<file path="src/scp_pkg.sv">
// Constants and state layout for the signaling channel preprocessor.
// Assumes one clock domain and byte-wide timeslot strobes from the
// configurable_line_interface serialiser.
package scp_pkg;

  // Control memory codes held in each location
  localparam logic [3:0] CODE_SIG = 4'ha;  // 1010: signaling field
  localparam logic [3:0] CODE_SIG8 = 4'hb; // 1011: 8-bit / odd downstream
  localparam logic [3:0] CODE_SW64 = 4'h1; // 0001: 64 kbit/s switching

  // Control memory location indices {upstream, odd}
  localparam logic [1:0] CM_DN_EVEN = 2'h0;
  localparam logic [1:0] CM_DN_ODD = 2'h1;
  localparam logic [1:0] CM_UP_EVEN = 2'h2;
  localparam logic [1:0] CM_UP_ODD = 2'h3;

  // Field positions inside one control memory word
  localparam int CM_CODE_LSB = 8;
  localparam int CM_W = 12;

  // Signaling masks for the two schemes
  localparam logic [7:0] MASK_SIG6 = 8'hfc;
  localparam logic [7:0] MASK_SIG8 = 8'hff;

  // Idle downstream byte and default handshake bits
  localparam logic [7:0] IDLE_BYTE = 8'hff;
  localparam logic [1:0] HS_ONES = 2'h3;

  // Last-look counter value after reset
  localparam logic [7:0] LL_CNT_RESET = 8'h00;

  typedef struct packed {
    logic [3:0][CM_W-1:0] cm;
    logic [7:0] dl_byte;
    logic dl_valid;
    logic [7:0] mon_up;
    logic mon_up_valid;
    logic [1:0] hs_up;
    logic [7:0] pcm_up;
    logic [1:0] pcm_up_oe_n;
    logic pcm_up_valid;
    logic [7:0] ll_prev;
    logic [7:0] ll_cnt;
    logic chg_push;
    logic irq;
    logic [CM_W-1:0] rd_data;
    logic [7:0] chg_addr;
  } scp_state_t;

  localparam scp_state_t ST_RESET = '{
    cm: '0, dl_byte: IDLE_BYTE, dl_valid: 1'b0, mon_up: 8'h00,
    mon_up_valid: 1'b0, hs_up: HS_ONES, pcm_up: 8'h00,
    pcm_up_oe_n: 2'h3, pcm_up_valid: 1'b0, ll_prev: 8'h00,
    ll_cnt: LL_CNT_RESET, chg_push: 1'b0, irq: 1'b0, rd_data: '0,
    chg_addr: 8'h00};

endpackage

</file>
<file path="src/scp_preprocessor.sv">
// Signaling channel preprocessor for one even/odd timeslot pair.
// Assumes timeslot strobes, monitor handler bits and PCM bytes all come
// from logic on the same clock; the change FIFO sits outside.
`timescale 1ns/1ps
`default_nettype none
module scp_preprocessor
  import scp_pkg::*;
#(
  parameter logic [7:0] TS_ADDR = 8'h00
) (
  input wire logic clock,
  input wire logic rst,
  input wire logic ts_valid,
  input wire logic ts_odd,
  input wire logic [7:0] ul_byte,
  input wire logic [7:0] mon_dn_byte,
  input wire logic monitor_receive_ack_bit,
  input wire logic monitor_transmit_ready_bit,
  input wire logic hs_protocol,
  input wire logic [7:0] pcm_dn_byte,
  input wire logic tristate_low2,
  input wire logic [7:0] ll_period,
  input wire logic cm_wr,
  input wire logic [1:0] cm_addr,
  input wire logic [3:0] cm_code,
  input wire logic [7:0] cm_data,
  input wire logic [1:0] cm_rd_addr,
  output logic [7:0] dl_byte,
  output logic dl_valid,
  output logic [7:0] mon_up_byte,
  output logic mon_up_valid,
  output logic [1:0] mon_up_hs,
  output logic [7:0] pcm_up_byte,
  output logic [1:0] pcm_up_low2_oe_n,
  output logic pcm_up_valid,
  output logic change_push,
  output logic [7:0] change_addr,
  output logic sig_change_irq,
  output logic [CM_W-1:0] cm_rd_data
);

  scp_state_t s;
  scp_state_t next_s;

  logic [3:0] dn_odd_code;
  logic [3:0] up_even_code;
  logic [3:0] up_odd_code;
  logic sig_up;
  logic sig8;
  logic transp_dn;
  logic transp_up;
  logic [7:0] mask;
  logic [1:0] hs_bits;
  logic [7:0] actual_new;
  logic [7:0] stable;
  logic up_odd_strobe;
  logic sample_now;
  logic accept;

  // Scheme decode from the codes held in control memory
  assign dn_odd_code = s.cm[CM_DN_ODD][CM_W-1:CM_CODE_LSB];
  assign up_even_code = s.cm[CM_UP_EVEN][CM_W-1:CM_CODE_LSB];
  assign up_odd_code = s.cm[CM_UP_ODD][CM_W-1:CM_CODE_LSB];
  assign sig8 = (up_even_code == CODE_SIG8);
  assign sig_up = (up_even_code == CODE_SIG) || sig8;
  assign transp_dn = (dn_odd_code == CODE_SW64);
  assign transp_up = (up_odd_code == CODE_SW64);
  assign mask = sig8 ? MASK_SIG8 : MASK_SIG6;
  assign stable = s.cm[CM_UP_ODD][7:0];

  // Handshake bits: handler-driven or held at one
  assign hs_bits = hs_protocol ?
    {monitor_receive_ack_bit, monitor_transmit_ready_bit} : HS_ONES;

  // Last-look filter sampling instant and acceptance
  assign up_odd_strobe = ts_valid && ts_odd;
  assign actual_new = ul_byte & mask;
  assign sample_now = up_odd_strobe && sig_up && (s.ll_cnt == 8'h00);
  assign accept = sample_now && (actual_new == s.ll_prev)
                  && (actual_new != (stable & mask));

  // Next-state logic for the whole block
  always_comb begin
    next_s = s;
    next_s.dl_valid = 1'b0;
    next_s.mon_up_valid = 1'b0;
    next_s.pcm_up_valid = 1'b0;
    next_s.chg_push = 1'b0;
    next_s.irq = 1'b0;
    // Software writes to control memory
    if (cm_wr) begin
      next_s.cm[cm_addr] = {cm_code, cm_data};
    end
    if (ts_valid && !ts_odd) begin
      // Even slot: monitor or feature control channel both ways
      next_s.dl_byte = mon_dn_byte;
      next_s.dl_valid = 1'b1;
      next_s.mon_up = ul_byte;
      next_s.mon_up_valid = 1'b1;
    end
    if (up_odd_strobe) begin
      // Odd slot downstream: even location, PCM byte or idle byte by odd code
      next_s.dl_valid = 1'b1;
      if (dn_odd_code == CODE_SIG8) begin
        if (sig8 || !hs_protocol) begin
          next_s.dl_byte = s.cm[CM_DN_EVEN][7:0];
        end else begin
          next_s.dl_byte = {s.cm[CM_DN_EVEN][7:2], hs_bits};
        end
      end else if (transp_dn) begin
        next_s.dl_byte = {pcm_dn_byte[7:2], pcm_dn_byte[1:0] & hs_bits};
      end else begin
        next_s.dl_byte = IDLE_BYTE;
      end
      // Odd slot upstream
      next_s.hs_up = ul_byte[1:0];
      if (transp_up) begin
        next_s.pcm_up = ul_byte;
        next_s.pcm_up_valid = 1'b1;
        next_s.pcm_up_oe_n = {2{tristate_low2}};
      end
      if (sig_up) begin
        // Actual value of the latest frame
        next_s.cm[CM_UP_EVEN][7:0] = actual_new;
        if (s.ll_cnt == 8'h00) begin
          next_s.ll_prev = actual_new;
          next_s.ll_cnt = (ll_period == 8'h00) ? 8'h00 : ll_period - 8'h01;
        end else begin
          next_s.ll_cnt = s.ll_cnt - 8'h01;
        end
        if (accept) begin
          next_s.cm[CM_UP_ODD][7:0] = actual_new;
          next_s.chg_push = 1'b1;
          next_s.irq = 1'b1;
        end
      end
    end
    next_s.chg_addr = TS_ADDR;
    next_s.rd_data = next_s.cm[cm_rd_addr];
  end

  // State register
  always_ff @(posedge clock or posedge rst) begin
    if (rst) begin
      s <= ST_RESET;
    end else begin
      s <= next_s;
    end
  end

  // Outputs straight from the state register
  assign dl_byte = s.dl_byte;
  assign dl_valid = s.dl_valid;
  assign mon_up_byte = s.mon_up;
  assign mon_up_valid = s.mon_up_valid;
  assign mon_up_hs = s.hs_up;
  assign pcm_up_byte = s.pcm_up;
  assign pcm_up_low2_oe_n = s.pcm_up_oe_n;
  assign pcm_up_valid = s.pcm_up_valid;
  assign change_push = s.chg_push;
  assign change_addr = s.chg_addr;
  assign sig_change_irq = s.irq;
  assign cm_rd_data = s.rd_data;

  // Even slot monitor byte passes upstream next cycle
  a_mon_even_up: assert property (@(posedge clock) disable iff (rst)
    ts_valid && !ts_odd |=> mon_up_valid && mon_up_byte == $past(ul_byte))
    else $error("monitor byte not passed upstream");

  // Even slot downstream carries the handler byte
  a_mon_dn_even: assert property (@(posedge clock) disable iff (rst)
    ts_valid && !ts_odd |=> dl_byte == $past(mon_dn_byte))
    else $error("monitor byte not passed downstream");

  // Odd slot low bits reach the handler as handshake bits
  a_hs_up_odd: assert property (@(posedge clock) disable iff (rst)
    up_odd_strobe |=> mon_up_hs == $past(ul_byte[1:0]))
    else $error("upstream handshake bits wrong");

  // Every slot strobe gets a downstream byte the next cycle
  a_dl_every_slot: assert property (@(posedge clock) disable iff (rst)
    dl_valid == $past(ts_valid))
    else $error("downstream valid not one cycle after strobe");

  // 8-bit downstream sends the whole even location
  a_dl_sig8_byte: assert property (@(posedge clock) disable iff (rst)
    up_odd_strobe && dn_odd_code == CODE_SIG8 && sig8
    |=> dl_valid && dl_byte == $past(s.cm[CM_DN_EVEN][7:0]))
    else $error("8-bit signaling byte wrong");

  // Without handshake the even location goes out as written
  a_dl_nonhs_even: assert property (@(posedge clock) disable iff (rst)
    up_odd_strobe && dn_odd_code == CODE_SIG8 && !hs_protocol
    |=> dl_byte == $past(s.cm[CM_DN_EVEN][7:0]))
    else $error("non-handshake signaling byte wrong");

  // Unused odd codes send the idle byte
  a_dl_idle_code: assert property (@(posedge clock) disable iff (rst)
    up_odd_strobe && dn_odd_code != CODE_SIG8 && !transp_dn
    |=> dl_byte == IDLE_BYTE)
    else $error("idle byte not sent");

  // Handshake protocol puts handler bits into the odd slot
  a_dl_hs_bits: assert property (@(posedge clock) disable iff (rst)
    up_odd_strobe && dn_odd_code == CODE_SIG8 && !sig8 && hs_protocol
    |=> dl_byte[1:0] == $past({monitor_receive_ack_bit,
                                monitor_transmit_ready_bit}))
    else $error("handshake bits not from handler");

  // Transparent downstream ANDs low bits with handshake bits
  a_dl_transp_and: assert property (@(posedge clock) disable iff (rst)
    up_odd_strobe && transp_dn && dn_odd_code != CODE_SIG8
    |=> dl_byte == $past({pcm_dn_byte[7:2], pcm_dn_byte[1:0] & hs_bits}))
    else $error("transparent downstream byte wrong");

  // Transparent upstream tristate of the two low bits
  a_up_tristate: assert property (@(posedge clock) disable iff (rst)
    up_odd_strobe && transp_up
    |=> pcm_up_valid && pcm_up_low2_oe_n == {2{$past(tristate_low2)}})
    else $error("low bit tristate wrong");

  // Transparent upstream passes the whole odd byte
  a_pcm_up_byte: assert property (@(posedge clock) disable iff (rst)
    up_odd_strobe && transp_up |=> pcm_up_byte == $past(ul_byte))
    else $error("transparent upstream byte wrong");

  // No PCM byte outside a transparent odd slot
  a_pcm_up_quiet: assert property (@(posedge clock) disable iff (rst)
    !(up_odd_strobe && transp_up) |=> !pcm_up_valid)
    else $error("unexpected PCM upstream valid");

  // Actual value tracks the last frame
  a_up_actual: assert property (@(posedge clock) disable iff (rst)
    up_odd_strobe && sig_up && !(cm_wr && cm_addr == CM_UP_EVEN) |=>
    s.cm[CM_UP_EVEN][7:0] == ($past(ul_byte) & $past(mask)))
    else $error("actual value not stored");

  // Stable value moves only on an accepted change or a software write
  a_stable_guard: assert property (@(posedge clock) disable iff (rst)
    $changed(stable) |-> $past(accept) || $past(cm_wr && cm_addr == CM_UP_ODD))
    else $error("stable value changed without validation");

  // Accepted value becomes the stable value
  a_stable_load: assert property (@(posedge clock) disable iff (rst)
    accept |=> stable == $past(actual_new))
    else $error("stable value not loaded");

  // Accepted change pushes address and interrupt for one cycle
  a_change_push: assert property (@(posedge clock) disable iff (rst)
    accept |=> change_push && sig_change_irq ##1 !change_push)
    else $error("change not reported once");

  // Push happens only after an accepted change
  a_push_cause: assert property (@(posedge clock) disable iff (rst)
    change_push |-> $past(accept))
    else $error("change pushed without acceptance");

  // Interrupt and push always travel together
  a_irq_pair: assert property (@(posedge clock) disable iff (rst)
    sig_change_irq == change_push)
    else $error("interrupt and push differ");

  // Pushed address is this slot pair
  a_change_addr: assert property (@(posedge clock) disable iff (rst)
    change_push |-> change_addr == TS_ADDR)
    else $error("change address wrong");

  // A value equal to the stable one is never reported
  a_no_accept_same: assert property (@(posedge clock) disable iff (rst)
    up_odd_strobe && sig_up && (ul_byte & mask) == (stable & mask)
    |=> !change_push)
    else $error("unchanged value reported");

  // Acceptance needs the same value at the previous sampling instant
  a_ll_double: assert property (@(posedge clock) disable iff (rst)
    accept |-> s.ll_prev == actual_new && s.ll_cnt == 8'h00)
    else $error("change accepted without double look");

  // Sampling instant stores the sample for the next look
  a_ll_store: assert property (@(posedge clock) disable iff (rst)
    sample_now |=> s.ll_prev == $past(actual_new))
    else $error("last-look sample not stored");

  // Sampling instant reloads the period counter
  a_ll_reload: assert property (@(posedge clock) disable iff (rst)
    sample_now && ll_period > 8'h01 |=> s.ll_cnt == $past(ll_period) - 8'h01)
    else $error("last-look period not reloaded");

  // Period of zero or one samples every frame
  a_ll_reload_one: assert property (@(posedge clock) disable iff (rst)
    sample_now && ll_period <= 8'h01 |=> s.ll_cnt == 8'h00)
    else $error("single frame period not kept");

  // Counter steps down once per frame between instants
  a_ll_count_down: assert property (@(posedge clock) disable iff (rst)
    up_odd_strobe && sig_up && s.ll_cnt != 8'h00
    |=> s.ll_cnt == $past(s.ll_cnt) - 8'h01)
    else $error("last-look counter not stepping");

  // Counter holds outside signaling odd slots
  a_ll_hold: assert property (@(posedge clock) disable iff (rst)
    !(up_odd_strobe && sig_up) |=> $stable(s.ll_cnt))
    else $error("last-look counter moved between frames");

endmodule
`default_nettype wire

</file>
<file path="config.mk">
export PLATFORM = sky130hd
export DESIGN_NAME = scp_preprocessor
export DESIGN_NICKNAME = d
export VERILOG_FILES = /design/src/scp_pkg.sv /design/src/scp_preprocessor.sv
export SDC_FILE = /design/constraint.sdc
export NUM_CORES = 1
export LEC_CHECK = 0
export ABC_AREA = 1
export BUFFER_PORTS_ARGS = -buffer_cell sky130_fd_sc_hd__buf_2
export CAP_MARGIN = 15
export CORE_MARGIN = 4
export CORE_UTILIZATION = 56
export DETAILED_ROUTE_END_ITERATION = 10
export PLACE_DENSITY = 0.81
export REMOVE_ABC_BUFFERS = 1
export SETUP_SLACK_MARGIN = 0.4
export SYNTH_ARGS = -nofsm -noshare
export SYNTH_HDL_FRONTEND = slang
export SYNTH_SLANG_ARGS = --single-unit
</file>
<file path="constraint.sdc">
create_clock -name clock -period 3.4 [get_ports clock]
set_input_delay 0.34 -clock clock [delete_from_list [all_inputs] [get_ports clock]]
set_output_delay 0.34 -clock clock [all_outputs]
set_load 0.02 [all_outputs]
</file>
==> impl_metrics.env, run 1 <==
export IMPL_initial_core_util_pct=58.0
export IMPL_synth_cell_types=44
export IMPL_drc=0
export IMPL_vias=4840
export IMPL_final_max_slew_viol_count=0
export IMPL_reg2reg_from="s[22]$_DFFE_PP0P_"
export IMPL_vias_per_cell=5.40
export IMPL_synth_cells=705
export IMPL_post_cts_buffers=0
export IMPL_rsz0062_at_grt="no"
export IMPL_critPathKind="flip-flop to flip-flop"
export IMPL_grt_pass1_vias=4554
export IMPL_ys_warn_count=0
export IMPL_maxCapViolations=0
export IMPL_design_core_area_mm2=0.00982
export IMPL_setup_viol=0
export IMPL_skew_ns=0.00690
export IMPL_dr_wl_met3_um=820
export IMPL_maxUsedRoutingLayer="met4"
export IMPL_holdPathEnd="dl_valid$_DFF_PP0_"
export IMPL_timing_hold_ws_ns=0.136
export IMPL_overflow=0
export IMPL_area_delta_synth_final_pct=8.70
export IMPL_fin_area_mm2=0.00619
export IMPL_postRouteAntennaNets=0
export IMPL_startpoint="s[22]$_DFFE_PP0P_"
export IMPL_hold_path_class="primary input to flip-flop"
export IMPL_wire_per_inst_um=14.8
export IMPL_end_kind="flip-flop"
export IMPL_cpPeakStageDelay_ns=0.39
export IMPL_setup_ws_ns=1.35
export IMPL_period_minus_slack_ns=2.05
export IMPL_vdd_drop_max_uv=259
export IMPL_finalCritPeriodShare_pct=60.4
export IMPL_dr_pass1_iters=5
export IMPL_rows=36
export IMPL_num_io_pins=110
export IMPL_p_leak_nw=3.28
export IMPL_worstHoldPathCells=1
export IMPL_finalSetupTns_ns=0
export IMPL_finalPower_mw=3.36
export IMPL_port_buffers=101
export IMPL_async_flop_share_pct=100
export IMPL_arrival_ns=2.32
export IMPL_die_area_mm2=0.0118
export IMPL_synth_edf_count=0
export IMPL_synth_seq_cells=107
export IMPL_gp_congestion=0.898
export IMPL_cts_resized=0
export IMPL_numCtsBuffers=9
export IMPL_cp_start_kind="flip-flop"
export IMPL_hold_start="ts_valid"
export IMPL_clk_pin_slew_worst_paths_ns=0.10
export IMPL_pre_cts_ws_ns=1.32
export IMPL_synthFlopType="dfrtp_1"
export IMPL_pwr_density_cell_mw_per_mm2=543
export IMPL_die_w_um=109
export IMPL_hold_viol=0
export IMPL_grt_pass1_wl_um=21800
export IMPL_cts_hold_buf=0
export IMPL_cpMostUsedCell="nand2_1"
export IMPL_final_common_cell="nand2_1"
export IMPL_critical_path_top_delay_family="simple AND/OR/NAND/NOR gates"
export IMPL_clock_path_buffers=2
export IMPL_worstPathMaxFanout=12
export IMPL_num_nets_final=817
export IMPL_chipHeight_um=109
export IMPL_worstSkewPairLatency_ns=0.37
export IMPL_routed_wl_um=13300
export IMPL_status="completed"
export IMPL_dr_first_iter_drc_count=380
export IMPL_fmax_ghz=0.487
export IMPL_antenna_found_initial=0
export IMPL_worstReg2RegEnd="cm_rd_data[3]$_DFF_PP0_"
export IMPL_relSlewSlack_pct=34.8
export IMPL_critPathRequiredTime_ns=3.67
export IMPL_slowest_stage="dfrtp_1"
export IMPL_rr_worst_depth=11
export IMPL_hpwl_um=9800
export IMPL_syn_area_mm2=0.00570
export IMPL_path_cells="inv_1, ha_1, nand2_2, nor2_4, nand2_4, nor2_8, nand3_4, nand2_1, nand3_1, nand2_1, nand2_1"
export IMPL_drive_gt1_share_pct=20.7
export IMPL_fill_cells=872
export IMPL_cts_max_level=3
export IMPL_cts_tree="yes"
export IMPL_grt_usage_pct=23.3
export IMPL_grt_max_degree=80
export IMPL_dpl_cell_area_mm2=0.00596
export IMPL_worst_slew_pin_slew_ns=0.978
export IMPL_n_antenna_cell=0
export IMPL_cts_root_buffer="clkbuf_8"
export IMPL_ff2ff_setup_slack_ns=1.35
export IMPL_layout_common_cells="191 x nand2_1, 101 x buf_2, 96 x dfrtp_1"
export IMPL_crit_buf_inv=1
export IMPL_synth_area_per_cell_um2=8.08
export IMPL_ys_seq_area_share_pct=47.3
export IMPL_cts_sinks=107
export IMPL_dr_wl_met2_um=6480
export IMPL_wl_met1_um=5710
-- worst max path at each step --
stage | depth (start not counted) | endpoint | slack [ns]
floorplan | 1 | change_push$_DFF_PP0_ | 0.26
global placement | 12 | cm_rd_data[5]$_DFF_PP0_ | 1.40
detailed placement | 12 | cm_rd_data[3]$_DFF_PP0_ | 1.32
CTS | 11 | cm_rd_data[3]$_DFF_PP0_ | 1.37
global route | 11 | cm_rd_data[0]$_DFF_PP0_ | 1.16
finish | 11 | cm_rd_data[3]$_DFF_PP0_ | 1.35
-- where the power goes --
group | switching (mW) | internal, mW
Combinational | 0.555 | 0.293
Clock | 0.443 | 0.435
Sequential | 0.128 | 1.51
Total | 1.13 | 2.24
-- layout make-up --
cell class / instances / area, um2 / share of cell area, %
clock inverter: 6 / 88.8 / 1.43
multi-input combinational: 455 / 2270 / 36.6
sequential: 107 / 2690 / 43.5
clock buffer: 10 / 138 / 2.22
inverter: 82 / 320 / 5.17
tap: 133 / 166 / 2.69
timing repair buffer: 103 / 520 / 8.41
-- worst reg2reg max path: cells and delay by family, from the launching register on --
kind | cells | cell delay (ns)
fa+ha+maj | 1 | 0.24
simple gates | 9 | 1.21
buf+inv | 1 | 0.09
flops | 1 | 0.39
-- through the flow --
step / util, % / instances
final: 63.0 / 896
after global routing: 63.0 / 896
after floorplan: - / 644
after global placement: 60.7 / 880
after detailed placement: 60.7 / 880
after CTS: 63.0 / 896
-- cells by family after synthesis --
kind of cell	after synthesis	share of synthesized area [%]
flops	107	47.3
compound gates	140	14.2
simple gates	300	23.8
fa+ha+maj	2	0.439
xor+xnor	5	0.769
buf+inv	150	13.4
other cells	1	0.0658
-- per-layer routing --
layer,vias to the layer above,global-route usage (%)
met2,160,37.8
met5,-,0
met4,0,8.66
li1,2336,-
met1,2324,32.3
met3,20,3.02
-- state kept, by name (all words and copies together) (netlist names) --
register,count
pcm_up_low2_oe_n,1
dl_byte,8
pcm_up_byte,8
s,60
mon_up_hs,2
dn_odd_code,4
pcm_up_valid,1
mon_up_byte,8
cm_rd_data,12
dl_valid,1
mon_up_valid,1
change_push,1
-- synthesized netlist by cell type, types with 3 or more instances --
| library cell | instances | share of area, % |
|---|---|---|
| nand2_1 | 191 | 13 |
| dfrtp_1 | 96 | 42 |
| o21ai_0 | 83 | 7.3 |
| inv_1 | 76 | 5.0 |
| buf_4 | 49 | 6.5 |
| nor2_1 | 38 | 2.5 |
| nand3_1 | 32 | 2.8 |
| a21oi_1 | 14 | 1.2 |
| clkbuf_1 | 13 | 0.86 |
| dfstp_2 | 11 | 5.1 |
| nand4_1 | 9 | 0.99 |
| a22oi_1 | 8 | 1.1 |
| o21bai_1 | 8 | 1.1 |
| buf_2 | 6 | 0.53 |
| o211ai_1 | 6 | 0.79 |
| o21a_1 | 6 | 0.79 |
| o221ai_1 | 6 | 0.92 |
| nand2_4 | 5 | 0.99 |
| o22ai_1 | 5 | 0.55 |
| nor2_2 | 4 | 0.44 |
| nor3_1 | 4 | 0.35 |
| xor2_1 | 4 | 0.62 |
| inv_2 | 3 | 0.20 |
| nand2_2 | 3 | 0.33 |
Note: power is estimated with default switching activity, not from simulation.
==> run 2, diff against run 1 <==
--- a/config.mk
+++ b/config.mk
@@ -5,13 +5,13 @@
 export SDC_FILE = /design/constraint.sdc
 export NUM_CORES = 1
 export LEC_CHECK = 0
-export ABC_AREA = 1
+export ABC_AREA = 0
 export BUFFER_PORTS_ARGS = -buffer_cell sky130_fd_sc_hd__buf_2
 export CAP_MARGIN = 15
 export CORE_MARGIN = 4
-export CORE_UTILIZATION = 56
+export CORE_UTILIZATION = 55
 export DETAILED_ROUTE_END_ITERATION = 10
-export PLACE_DENSITY = 0.81
+export PLACE_DENSITY = 0.8
 export REMOVE_ABC_BUFFERS = 1
 export SETUP_SLACK_MARGIN = 0.4
 export SYNTH_ARGS = -nofsm -noshare
==> constraint.sdc (replaced) <==
create_clock -name clock -period 1.9 [get_ports clock]
set_input_delay 0.19 -clock clock [delete_from_list [all_inputs] [get_ports clock]]
set_output_delay 0.19 -clock clock [all_outputs]
set_load 0.02 [all_outputs]
==> impl_metrics.env, run 2 <==
export IMPL_slowest_stage="dfrtp_1"
export IMPL_startpoint="s[103]$_DFF_PP0_"
export IMPL_num_nets_final=662
export IMPL_port_buffers=101
export IMPL_intPower_mw=4.66
export IMPL_synth_cells=497
export IMPL_cts_root_buffer="clkbuf_8"
export IMPL_wire_per_inst_um=18.7
export IMPL_yosys_area_share_simple_pct=12.1
export IMPL_cts_sinks=107
export IMPL_synthMuxAreaShare_pct=15.0
export IMPL_power_switching_share_pct=33.4
export IMPL_vias=4160
export IMPL_numCtsBuffers=9
export IMPL_synth_area_per_cell_um2=11.0
export IMPL_path_cells="nand4b_1, a21oi_1, nor4_1, nor4b_2, buf_4, buf_6, mux2i_4, o21ba_1"
export IMPL_critPathCapture="cm_rd_data[0]$_DFF_PP0_"
export IMPL_timing_hold_ws_ns=0.0409
export IMPL_synth_most_common_cell="dfrtp_1"
export IMPL_num_io_pins=110
export IMPL_vias_per_cell=5.61
export IMPL_vdd_drop_max_uv=492
export IMPL_overflow=0
export IMPL_grt_max_degree=45
export IMPL_hold_path_class="primary input to flip-flop"
export IMPL_multi_input_area_mm2=0.00240
export IMPL_synth_edf_count=0
export IMPL_period_minus_slack_ns=2.18
export IMPL_finalPower_mw=7.00
export IMPL_largest_reg_flops=60
export IMPL_seq_area_mm2=0.00269
export IMPL_p_leak_nw=3.12
export IMPL_maxCapViolations=0
export IMPL_synthFlopType="dfrtp_1"
export IMPL_relSlewSlack_pct=60.3
export IMPL_finalSetupTns_ns=-2.97
export IMPL_violations="setup timing"
export IMPL_ys_seq_area_share_pct=49.4
export IMPL_ys_warn_count=0
export IMPL_final_common_cell="buf_2"
export IMPL_cpPeakStageDelay_ns=0.40
export IMPL_chipHeight_um=108
export IMPL_end_kind="flip-flop"
export IMPL_synth_top_cell_area_share_pct=44.1
export IMPL_arrival_ns=2.48
export IMPL_drive_gt1_share_pct=44.6
export IMPL_dr_pass1_iters=5
export IMPL_layout_common_cells="101 x buf_2, 96 x dfrtp_1, 72 x nand2_1"
export IMPL_synth_cell_types=49
export IMPL_n_antenna_cell=0
export IMPL_async_flop_share_pct=100
export IMPL_final_max_slew_viol_count=0
export IMPL_worstSkewPairLatency_ns=0.37
export IMPL_worst_slew_pin_slew_ns=0.594
export IMPL_cp_start_kind="flip-flop"
export IMPL_synth_area_top_cells="dfrtp_1 44%, mux2_2 9.5%, buf_4 6.9%"
export IMPL_design_core_area_mm2=0.00973
export IMPL_ff2ff_setup_slack_ns=-0.28
export IMPL_synth_top_family_by_area="multiplexers"
export IMPL_routed_wl_um=13900
export IMPL_hpwl_um=9650
export IMPL_area_delta_synth_final_pct=20.4
export IMPL_grt_pass1_wl_um=21000
export IMPL_initial_core_util_pct=56.0
export IMPL_clk_pin_slew_worst_paths_ns=0.10
export IMPL_cts_tree="yes"
export IMPL_synth_fa_ha_area_share_pct=0.459
export IMPL_clock_path_buffers=2
export IMPL_synth_largest_area_cell="dfrtp_1"
export IMPL_hold_viol=0
export IMPL_drc=0
export IMPL_synth_xor_area_share_pct=3.37
export IMPL_ys_top_cells_by_count="96 x dfrtp_1, 75 x nand2_1, 50 x buf_4"
export IMPL_gp_congestion=0.862
export IMPL_fill_cells=696
export IMPL_skew_ns=0.0103
export IMPL_die_area_mm2=0.0116
export IMPL_setup_ws_ns=-0.277
export IMPL_setup_viol=16
export IMPL_largest_register="s"
export IMPL_critPathRequiredTime_ns=2.21
export IMPL_pwr_density_cell_mw_per_mm2=1070
export IMPL_postRouteAntennaNets=0
export IMPL_grt_pass1_vias=4166
export IMPL_rsz0062_at_grt="yes"
export IMPL_finalCritPeriodShare_pct=115
export IMPL_p_sw_mw=2.34
export IMPL_worstReg2RegEnd="cm_rd_data[0]$_DFF_PP0_"
export IMPL_p_seq_share_pct=44.3
export IMPL_critPathKind="flip-flop to flip-flop"
export IMPL_synth_seq_cells=107
export IMPL_rows=36
export IMPL_die_w_um=108
export IMPL_cts_max_level=3
export IMPL_grt_usage_pct=23.3
export IMPL_pwr_share_clk_pct=22.2
export IMPL_dr_first_iter_drc_count=311
export IMPL_fin_area_mm2=0.00656
export IMPL_syn_area_mm2=0.00545
export IMPL_fmax_ghz=0.459
export IMPL_reg2reg_from="s[103]$_DFF_PP0_"
export IMPL_status="finished, violations left"
export IMPL_antenna_found_initial=0
export IMPL_synth_compound_area_share_pct=9.83
export IMPL_dpl_cell_area_mm2=0.00603
export IMPL_rr_worst_depth=8
export IMPL_worstPathMaxFanout=8
export IMPL_p_comb_share_pct=33.5
==> run 2: cell count changes in the layout (fill, tap and decap cells not counted), moves of 44 or more <==
cell     before  now
mux2_2        0   44
buf_4         2   54
inv_1        75    6
o21ai_0      83   12
nand2_1     191   72
==> run 2: per-stage QoR <==
stage / setup slack [ns] / utilization, % / std cells
CTS: -0.215 / 66.0 / 735
floorplan: -1.09 / - / 426
global route: -0.360 / 67.5 / 741
detailed placement: -0.267 / 62.0 / 709
finish: -0.277 / 67.5 / 741
global placement: -0.273 / 62.0 / 709
==> run 2: area by class of cell <==
type	count	area share (%)
multi-input combinational	310	36.6
clock inverter	7	1.54
tap	133	2.54
timing repair buffer	166	15.9
sequential	107	41.0
clock buffer	9	1.89
inverter	9	0.553
==> run 2: worst min path at each step <==
stage,startpoint,endpoint,cells past startpoint
after floorplan,ts_valid,dl_valid$_DFF_PP0_,0
after global placement,rst,pcm_up_byte[5]$_DFFE_PP0P_,2
after detailed placement,rst,pcm_up_byte[5]$_DFFE_PP0P_,2
after CTS,mon_dn_byte[1],dl_byte[1]$_DFFE_PP1P_,3
after global routing,mon_dn_byte[7],dl_byte[7]$_DFFE_PP1P_,3
final,mon_dn_byte[1],dl_byte[1]$_DFFE_PP1P_,3
==> run 2: repair_timing <==
item	in CTS	in global routing
endpoints found under the hold margin	30	0
endpoints found under the setup margin	44	49
setup buffers	8	6
pin swaps	30	8
hold buffers	2	0
gates resized for setup	22	18
==> run 2: logic make-up after synthesis <==
group / after synthesis
simple gates: 133
flops: 107
buf+inv: 87
compound gates: 78
mux: 68
xor+xnor: 21
fa+ha+maj: 2
other cells: 1
==> run 2: critical path, delay by kind of cell, from the launching register on <==
| kind | cells | cell delay (ns) |
|---|---|---|
| DFF | 1 | 0.40 |
| buffers and inverters | 2 | 0.39 |
| and+or+nand+nor | 3 | 0.67 |
| muxes | 1 | 0.24 |
| AOI/OAI and AO/OA | 2 | 0.42 |
==> run 2: power groups by stage <==
stage	Clock (mW)	Combinational [mW]	Sequential, mW
2_1_floorplan	0	0.985	3.33
3_3_place_gp	0	1.96	3.08
4_1_cts	1.56	2.18	3.07
3_5_place_dp	0	2.05	3.11
6_report	1.55	2.35	3.10
5_1_grt	1.67	2.52	3.14
==> run 2: layer usage <==
layer,GRT usage [%],routed length (um)
met1,31.1,5830
met2,39.2,6860
met3,4.26,886
met4,6.67,278
met5,0,0
